<file path="src/hw/ccr_pkg.sv">
// Package for the clock generator control register bank, bytes 11 to 15
package ccr_pkg;
  localparam logic [7:0] ADDR_MGMT_STOP  = 8'h0B;
  localparam logic [7:0] ADDR_BLOCK_LEN  = 8'h0C;
  localparam logic [7:0] ADDR_DRIVE_CTRL = 8'h0D;
  localparam logic [7:0] ADDR_MULT_LOW   = 8'h0E;
  localparam logic [7:0] ADDR_MULT_DIV   = 8'h0F;

  // Byte 11 field positions
  localparam int B11_PAIR2_SEL   = 3;
  localparam int B11_PAIR1_SEL   = 2;
  localparam int B11_GEN2        = 1;
  localparam int B11_STOP_QUAL   = 0;
  // Byte 13 field positions
  localparam int B13_USB_DRIVE   = 7;
  localparam int B13_BUS_DRIVE   = 6;
  localparam int B13_SPREAD      = 5;
  localparam int B13_STOR_SPREAD = 4;
  localparam int B13_STRAP_OVR   = 3;
  localparam int B13_SE_DRIVE    = 2;
  localparam int B13_RESERVED1   = 1;
  localparam int B13_SOFT_STOP   = 0;
  // Byte 15 field positions
  localparam int B15_MULT_MSB    = 7;

  // Reset values; byte 11 bit 1 is hardware status and not stored
  localparam logic [7:0] RST_MGMT_STOP  = 8'h05;
  localparam logic [7:0] RST_BLOCK_LEN  = 8'h0D;
  localparam logic [7:0] RST_DRIVE_CTRL = 8'hCF;
  localparam logic [7:0] RST_MULT_LOW   = 8'h00;
  localparam logic [7:0] RST_MULT_DIV   = 8'h00;
  localparam logic [7:0] MASK_BLOCK_LEN = 8'h3F;
  localparam logic [7:0] MASK_MGMT_STOP = 8'hFD;

  typedef struct packed {
    logic [7:0] mgmt_stop;
    logic [7:0] block_len;
    logic [7:0] drive_ctrl;
    logic [7:0] mult_low;
    logic [7:0] mult_div;
    logic [1:0] stop_sync;
    logic [1:0] gen2_sync;
    logic [1:0] strap_sync;
    logic [7:0] rd_data;
  } ccr_state_type;

  typedef struct packed {
    logic       en;
    logic       pair1;
    logic       pair2;
  } ccr_route_type;

  typedef struct packed {
    logic [8:0] mult;
    logic [6:0] div;
    logic [2:0] freq_sel;
    logic       active;
  } ccr_freq_type;
endpackage : ccr_pkg

</file>
<file path="src/hw/ccr_regs.sv">
// Control register bank bytes 11 to 15 of the clock generator
// How it works
// - Management clock enable routes M1 to pair 1, pair 2 (strap high) or both.
// - Byte 11 bit 1 is read-only, reflecting the gen2 compliance input.
// - Byte 11 bit 0 resets 1; when 1 pair 2 obeys the stop input.
// - Byte 13 bits 7, 6, 2 are mid drive bits, reset 1, 1 is higher.
// - Byte 13 bit 5 picks main PLL spread, 0 half percent, 1 one percent.
// - Byte 13 bit 4, reset 0, enables spread on the storage clock.
// - Byte 13 bit 3 default 1 lets strap set modes; 0 allows overwrite while latches are open.
// - Soft stop bit written 0 stops stoppable bus outputs cleanly.
// - Soft stop bit written 1 restarts stopped bus outputs cleanly.
// - Nine-bit multiplier and seven-bit divider reset zero, used when programmable.
// - Override clear uses latched strap ratio, set uses software select.
// - Programmable frequency is gear constant times multiplier over divider.
`timescale 1ns/1ps
module ccr_regs (
  input  wire logic                 clk,
  input  wire logic                 rst_n,
  input  wire logic                 reg_wr,
  input  wire logic                 reg_rd,
  input  wire logic [7:0]           reg_addr,
  input  wire logic [7:0]           reg_wdata,
  output      logic [7:0]           reg_rdata,
  output      logic [5:0]           block_read_count,
  input  wire logic                 cpu_stop_pin_n,
  input  wire logic                 gen2_compliant_pin,
  input  wire logic                 debug_port_strap,
  input  wire logic                 mgmt_clock_enable,
  input  wire logic                 latches_open,
  input  wire logic                 prog_cpu_enable,
  input  wire logic                 freq_select_override,
  input  wire logic [2:0]           soft_freq_select,
  input  wire logic [2:0]           latched_freq_strap,
  output      ccr_pkg::ccr_route_type mgmt_route,
  output      logic                 pair2_stop,
  output      logic                 usb_drive_mid,
  output      logic                 bus_clock_drive_mid,
  output      logic                 single_ended_drive_mid,
  output      logic                 main_pll_spread_depth,
  output      logic                 storage_spread_enable,
  output      logic                 strap_overwrite_allowed,
  output      logic                 soft_bus_clock_stop,
  output      ccr_pkg::ccr_freq_type  cpu_freq
);
  ccr_pkg::ccr_state_type state;
  ccr_pkg::ccr_state_type next_state;

  function automatic logic hit(input logic [7:0] a, input logic [7:0] target);
    hit = (a == target);
  endfunction : hit

  always_comb begin
    next_state = state;
    // Pins come from outside the clock domain
    next_state.stop_sync  = {state.stop_sync[0], ~cpu_stop_pin_n};
    next_state.gen2_sync  = {state.gen2_sync[0], gen2_compliant_pin};
    next_state.strap_sync = {state.strap_sync[0], debug_port_strap};
    if (reg_wr) begin
      if (hit(reg_addr, ccr_pkg::ADDR_MGMT_STOP)) begin
        next_state.mgmt_stop = reg_wdata & ccr_pkg::MASK_MGMT_STOP;
      end
      if (hit(reg_addr, ccr_pkg::ADDR_BLOCK_LEN)) begin
        next_state.block_len = reg_wdata & ccr_pkg::MASK_BLOCK_LEN;
      end
      if (hit(reg_addr, ccr_pkg::ADDR_DRIVE_CTRL)) begin
        next_state.drive_ctrl = reg_wdata;
      end
      if (hit(reg_addr, ccr_pkg::ADDR_MULT_LOW)) begin
        next_state.mult_low = reg_wdata;
      end
      if (hit(reg_addr, ccr_pkg::ADDR_MULT_DIV)) begin
        next_state.mult_div = reg_wdata;
      end
    end
    // Read data is registered; unmapped addresses return zero
    next_state.rd_data = state.rd_data;
    if (reg_rd) begin
      unique case (reg_addr)
        ccr_pkg::ADDR_MGMT_STOP: begin
          next_state.rd_data = state.mgmt_stop;
          next_state.rd_data[ccr_pkg::B11_GEN2] = state.gen2_sync[1];
        end
        ccr_pkg::ADDR_BLOCK_LEN:  next_state.rd_data = state.block_len;
        ccr_pkg::ADDR_DRIVE_CTRL: next_state.rd_data = state.drive_ctrl;
        ccr_pkg::ADDR_MULT_LOW:   next_state.rd_data = state.mult_low;
        ccr_pkg::ADDR_MULT_DIV:   next_state.rd_data = state.mult_div;
        default:                  next_state.rd_data = 8'h00;
      endcase
    end
  end

  always_ff @(posedge clk) begin
    if (!rst_n) begin
      state.mgmt_stop  <= ccr_pkg::RST_MGMT_STOP;
      state.block_len  <= ccr_pkg::RST_BLOCK_LEN;
      state.drive_ctrl <= ccr_pkg::RST_DRIVE_CTRL;
      state.mult_low   <= ccr_pkg::RST_MULT_LOW;
      state.mult_div   <= ccr_pkg::RST_MULT_DIV;
      state.stop_sync  <= 2'h0;
      state.gen2_sync  <= 2'h0;
      state.strap_sync <= 2'h0;
      state.rd_data    <= 8'h00;
    end else begin
      state <= next_state;
    end
  end

  assign reg_rdata        = state.rd_data;
  assign block_read_count = state.block_len[5:0];

  // Both select bits clear is reserved: nothing is routed then
  always_comb begin
    mgmt_route.en    = mgmt_clock_enable;
    mgmt_route.pair1 = mgmt_clock_enable & state.mgmt_stop[ccr_pkg::B11_PAIR1_SEL];
    mgmt_route.pair2 = mgmt_clock_enable & state.mgmt_stop[ccr_pkg::B11_PAIR2_SEL]
                       & state.strap_sync[1];
  end

  assign pair2_stop = state.mgmt_stop[ccr_pkg::B11_STOP_QUAL] & state.stop_sync[1];

  assign usb_drive_mid          = state.drive_ctrl[ccr_pkg::B13_USB_DRIVE];
  assign bus_clock_drive_mid    = state.drive_ctrl[ccr_pkg::B13_BUS_DRIVE];
  assign single_ended_drive_mid = state.drive_ctrl[ccr_pkg::B13_SE_DRIVE];
  assign main_pll_spread_depth  = state.drive_ctrl[ccr_pkg::B13_SPREAD];
  assign storage_spread_enable  = state.drive_ctrl[ccr_pkg::B13_STOR_SPREAD];
  // Overwrite only while the strap latches are still open
  assign strap_overwrite_allowed = ~state.drive_ctrl[ccr_pkg::B13_STRAP_OVR] & latches_open;
  // Stop level is registered; output gating waits for a low clock phase downstream
  assign soft_bus_clock_stop = ~state.drive_ctrl[ccr_pkg::B13_SOFT_STOP];

  always_comb begin
    cpu_freq.active   = prog_cpu_enable;
    cpu_freq.mult     = {state.mult_div[ccr_pkg::B15_MULT_MSB], state.mult_low};
    cpu_freq.div      = state.mult_div[6:0];
    cpu_freq.freq_sel = freq_select_override ? soft_freq_select : latched_freq_strap;
  end
endmodule : ccr_regs

</file>
<file path="config.mk">
export PLATFORM = sky130hd
export DESIGN_NAME = ccr_regs
export DESIGN_NICKNAME = d
export VERILOG_FILES = /design/src/hw/ccr_pkg.sv /design/src/hw/ccr_regs.sv
export SDC_FILE = /design/constraint.sdc
export NUM_CORES = 1
export LEC_CHECK = 0
export ABC_AREA = 1
export BUFFER_PORTS_ARGS = -buffer_cell sky130_fd_sc_hd__buf_2
export CORE_MARGIN = 2
export CORE_UTILIZATION = 51
export CTS_CLUSTER_DIAMETER = 120
export DETAILED_ROUTE_END_ITERATION = 10
export PLACE_DENSITY = 0.8
export SYNTH_ARGS = -nofsm -noshare
export SYNTH_HDL_FRONTEND = slang
export SYNTH_SLANG_ARGS = --single-unit
</file>
<file path="constraint.sdc">
create_clock -name clk -period 1.6 [get_ports clk]
set_clock_uncertainty 0.1 [all_clocks]
set_input_delay 0.32 -clock clk [delete_from_list [all_inputs] [get_ports clk]]
set_output_delay 0.32 -clock clk [all_outputs]
set_load 0.01 [all_outputs]
</file>
After elaboration in Yosys (flattened, before gate mapping)
Index checks and enable logic that the tools add are counted.
{"block": "op_classes", "n_mux": 2, "n_reduce_logical": 5, "n_bitwise": 8, "eq_ne": 5}
{"op": "equality test 8 x 4 -> 1 bit, second input constant", "n": 5}
{"op": "one-hot mux 8 bit (5 select lines)", "n": 1}
{"op": "AND reduction 2 bit", "n": 5}
{"op": "bitwise AND 1 bit", "n": 5}
{"op": "two-way mux 3 bit", "n": 1}
{"op": "NOT 1 bit", "n": 3}
{"block": "word_totals", "output_inout_bits": 45, "reg_bits": 51, "wordCells": 29, "inputBits": 33}

Logic depth before layout (Yosys ltp)
{"block": "depth", "word_depth": 2, "ltp_mapped": 9, "ltp_nobuf": 9}

Least setup slack after synthesis
No wires, ideal clock.
{"block": "synth_timing", "path_type": "input -> register", "startpoint": "input reg_addr[7]", "endpoint": "register state[33] (netlist bit)", "t_required_ps": 1365, "arrival_time_ps": 1189, "path_buffers": 1, "cell_stages": 9, "setup_slack_ps": 176, "setup_ps": 135, "path_cell_list": "nor2_1 nand2_1 inv_2 nand2_2 nor2_4 inv_2 buf_6 nand2_1 o211ai_2"}
{"block": "synth_between", "elab_chain_len": 2}
{"item": "start: declaration", "line": "ccr_regs.sv:21", "text": "input wire logic [7:0] reg_addr,"}
{"item": "equality test 8 x 4 -> 1 bit", "line": "ccr_regs.sv:49", "text": "hit = (a == target);"}
{"item": "AND reduction 2 bit (no line)"}
{"item": "end signal: assignment", "line": "ccr_regs.sv:104", "text": "state <= next_state;"}
{"item": "end: declaration", "line": "ccr_regs.sv:45", "text": "ccr_pkg::ccr_state_type state;"}
Every way passes these cells.
A chain may end at the register's enable or synchronous reset.

==> impl_metrics.xml <==
<?xml version="1.0" encoding="UTF-8"?>
<metrics>
  <group name="status">
    <metric name="run_status" unit="">complete, no violations</metric>
  </group>
  <group name="layout">
    <metric name="filler_cell_count" unit="">441</metric>
    <metric name="nets" unit="">413</metric>
    <metric name="p_r_area_growth_vs_syn" unit="%">13.9</metric>
    <metric name="share_of_final_layout_standard_cells_stronger_than_drive_strength_1" unit="">0.310</metric>
    <metric name="insertedDiodeCount" unit="">0</metric>
  </group>
  <group name="worst_setup_path">
    <metric name="worst_ep_arrival_time" unit="ns">0.96</metric>
    <metric name="critical_path.max_fanout" unit="">3</metric>
    <metric name="critical_path_startpoint" unit="">state[49]</metric>
    <metric name="setup.worst_path.start_class" unit="">register</metric>
    <metric name="cp_data_required_time" unit="ns">1.18</metric>
    <metric name="critPathKind" unit="">reg2out</metric>
    <metric name="r2r-start" unit="">cpu_freq[16]</metric>
    <metric name="critical_path.endpoint_type" unit="">output pin</metric>
  </group>
  <group name="logic_synthesis">
    <metric name="mux_contribution_to_synthesized_area" unit="">0.0137</metric>
    <metric name="ys_seq_area_frac" unit="">0.415</metric>
    <metric name="synth-warning-count" unit="">0</metric>
    <metric name="yosysUniqueCellTypes" unit="">25</metric>
    <metric name="synthCells" unit="">326</metric>
    <metric name="yosys.area_share.adder" unit="">0</metric>
    <metric name="synth_largest_area_cell" unit="">sky130_fd_sc_hd__dfxtp_1</metric>
    <metric name="synth_most_common_cell" unit="">sky130_fd_sc_hd__dfxtp_1</metric>
    <metric name="yosys-top-cells-area" unit="">sky130_fd_sc_hd__dfxtp_1, sky130_fd_sc_hd__buf_4, sky130_fd_sc_hd__o21ai_0, sky130_fd_sc_hd__nand2_1, sky130_fd_sc_hd__inv_1</metric>
    <metric name="synth_top_cells_by_count" unit="">sky130_fd_sc_hd__dfxtp_1, sky130_fd_sc_hd__nand2_1, sky130_fd_sc_hd__inv_1</metric>
    <metric name="synth_simple_gate_area_share" unit="">0.202</metric>
    <metric name="synth-main-ff-cell" unit="">sky130_fd_sc_hd__dfxtp_1</metric>
    <metric name="synthesized_area_fraction_occupied_by_xor_and_xnor_cells" unit="">0</metric>
    <metric name="synth_fp_nets" unit="">359</metric>
    <metric name="post_synth.cell_area_avg" unit="sq um">7.55</metric>
    <metric name="number_of_enable_flip_flop_cells_after_synthesis" unit="">0</metric>
    <metric name="synth_compound_gate_area_share" unit="">0.177</metric>
    <metric name="netlist_area" unit="sq mm">0.00246</metric>
    <metric name="async_flop_share" unit="">0</metric>
    <metric name="ys_seq_elements" unit="">51</metric>
    <metric name="yosysTopAreaCellShare" unit="">0.415</metric>
    <metric name="dominant_combinational_cell_family_by_area_after_synthesis" unit="">simple AND/OR/NAND/NOR gates</metric>
  </group>
  <group name="place">
    <metric name="place_congestion" unit="">0.898</metric>
    <metric name="portBuffers" unit="">75</metric>
    <metric name="dpl.hpwl" unit="mm">4.29</metric>
  </group>
  <group name="clock_tree">
    <metric name="ctsLongestPathBuffers" unit="">2</metric>
    <metric name="clock-root-buffer" unit="">sky130_fd_sc_hd__clkbuf_8</metric>
    <metric name="cts_buf_count" unit="">5</metric>
    <metric name="cts.hold.buffers_added" unit="">0</metric>
    <metric name="post_cts_resize_count" unit="">0</metric>
    <metric name="tritoncts_num_sinks" unit="">51</metric>
    <metric name="htree_num_levels" unit="">2</metric>
    <metric name="worstSkewPairLatency" unit="ns">0.31</metric>
    <metric name="cts_setup_buffers" unit="">0</metric>
    <metric name="cts_tree" unit="">built</metric>
    <metric name="clk_transition_reported_paths" unit="ns">0.09</metric>
  </group>
  <group name="power_and_ir_drop">
    <metric name="p_leak" unit="uW">0.00135</metric>
    <metric name="power_per_cell_area" unit="mW/mm^2">792</metric>
    <metric name="peakVddDrop" unit="mV">0.414</metric>
  </group>
  <group name="global_routing">
    <metric name="global_route.usage.total" unit="">0.218</metric>
    <metric name="grt_pass1_wl" unit="mm">9.07</metric>
    <metric name="grt_overflow_total" unit="">0</metric>
    <metric name="grt_start_max_net_pins" unit="">47</metric>
    <metric name="first_global_vias" unit="">1961</metric>
    <metric name="grt_antenna_before_repair" unit="">0</metric>
  </group>
  <group name="timing">
    <metric name="final_report_setup_violation_count" unit="">0</metric>
    <metric name="final_max_slew_viol_count" unit="">0</metric>
    <metric name="worst-slew-pin-transition" unit="ns">0.420</metric>
    <metric name="worst_hold_slack" unit="ns">0.0524</metric>
    <metric name="timing.max_slew.rel_slack" unit="">0.718</metric>
    <metric name="max_clock_freq" unit="GHz">0.726</metric>
    <metric name="clock_period_minus_worst_slack" unit="ns">1.38</metric>
    <metric name="setup_tns" unit="ns">0</metric>
    <metric name="final-hold-violation-count" unit="">0</metric>
    <metric name="part_of_the_cycle_the_worst_path_needs" unit="">0.861</metric>
    <metric name="rsz0062_at_grt" unit="">false</metric>
  </group>
  <group name="route">
    <metric name="route.detailed.wl_per_inst" unit="um">13.0</metric>
    <metric name="vias_per_cell" unit="">5.16</metric>
    <metric name="drt-pass1-iter-count" unit="">4</metric>
    <metric name="route.detailed.drc" unit="">0</metric>
    <metric name="dr_total_vias" unit="">2243</metric>
    <metric name="route.antenna.remaining_nets" unit="">0</metric>
    <metric name="wl" unit="mm">5.68</metric>
    <metric name="drt_iter0_markers" unit="">317</metric>
  </group>
  <group name="floorplan">
    <metric name="floorplan.die.height" unit="um">73.5</metric>
    <metric name="die_w" unit="um">73.5</metric>
    <metric name="initial_standard_cell_utilization_of_the_core" unit="">0.524</metric>
    <metric name="die-area" unit="sq mm">0.00539</metric>
    <metric name="design.portCount" unit="">78</metric>
    <metric name="core_area" unit="sq mm">0.00469</metric>
    <metric name="total_number_of_placement_rows" unit="">25</metric>
  </group>
  <group name="flow_run">
    <metric name="max_cap_viol_count" unit="">0</metric>
  </group>
  <group name="hold_path">
    <metric name="hold_class" unit="">in2reg</metric>
    <metric name="timing.hold.worst.start" unit="">cpu_stop_pin_n</metric>
  </group>
</metrics>
-- critical path, stage by stage, from the launching register on --
cell,delay (ns)
sky130_fd_sc_hd__dfxtp_1,0.38
sky130_fd_sc_hd__and3_1,0.16
sky130_fd_sc_hd__buf_2,0.12
-- routing by layer --
| layer | share of wire | wire (um) | vias to the layer above | global-route usage |
|---|---|---|---|---|
| met1 | 0.45 | 2550 | 1005 | 0.296 |
| met2 | 0.47 | 2670 | 97 | 0.347 |
| met5 | 0 | 0 | - | 0 |
| li1 | - | - | 1131 | - |
| met3 | 0.062 | 353 | 10 | 0.0384 |
| met4 | 0.019 | 110 | 0 | 0.0808 |
-- path summary, 6_finish.rpt --
kind	slack, ns	depth (start not counted)	to
max	0.22	2	mgmt_route[0]
min	0.05	2	next_state[13]
max reg2reg	0.59	4	reg_rdata[5]
min reg2reg	0.32	2	state[9]
-- cell usage in the layout (no fill, tap or decap), types with 4 or more instances in the layout --
| cell type | netlist | final |
|---|---|---|
| sky130_fd_sc_hd__o211ai_1 | 4 | 4 |
| sky130_fd_sc_hd__inv_1 | 42 | 42 |
| sky130_fd_sc_hd__buf_2 | 0 | 75 |
| sky130_fd_sc_hd__dfxtp_1 | 51 | 51 |
| sky130_fd_sc_hd__nor3_1 | 6 | 6 |
| sky130_fd_sc_hd__clkbuf_8 | 0 | 5 |
| sky130_fd_sc_hd__nand2_1 | 46 | 46 |
| sky130_fd_sc_hd__buf_4 | 33 | 13 |
| sky130_fd_sc_hd__nor2_1 | 11 | 11 |
| sky130_fd_sc_hd__nor2_2 | 6 | 6 |
| sky130_fd_sc_hd__a21oi_1 | 29 | 29 |
| sky130_fd_sc_hd__o21ai_0 | 41 | 41 |
| sky130_fd_sc_hd__nand3_1 | 27 | 27 |
-- state kept, by name, summed over array words and instances (netlist names) --
register and flops:
bus_clock_drive_mid 1, block_read_count 6, next_state 3, single_ended_drive_mid 1, state 13, cpu_freq 16
reg_rdata 8, usb_drive_mid 1, storage_spread_enable 1, main_pll_spread_depth 1
-- through the flow --
stage | power, uW | util | area (sq um) | cells | setup WS, ns
final | 2220 | 0.597 | 2800 | 435 | 0.222
after global routing | 2300 | 0.597 | 2800 | 435 | 0.158
after CTS | 2230 | 0.597 | 2800 | 435 | 0.210
after detailed placement | 1520 | 0.579 | 2720 | 427 | -0.0243
after global placement | 1510 | 0.579 | 2720 | 427 | 0.0508
after floorplan | 1430 | - | 2460 | 326 | 0.176
-- power breakdown --
part	switching, uW	internal (uW)	leakage (uW)
logic	118	79.8	0.000896
registers	6.12	1280	0.000414
clock network	424	306	0.0000412
total	548	1670	0.00135
-- layout make-up --
type                            instances  area, sq um  area share
Multi-Input combinational cell        188          966       0.345
Tap cell                               54         67.6      0.0241
Clock buffer                            6         72.6      0.0259
Sequential cell                        51         1020       0.364
Inverter                               45          169      0.0603
Clock inverter                          2         12.5     0.00447
Timing Repair Buffer                   89          493       0.176
-- cell families after synthesis --
family	after synthesis
AND/OR/NAND/NOR	105
buffers and inverters	87
AO/OA/AOI/OAI	80
flip-flops	51
multiplexers	3
Power figures use the tool's default switching activity.
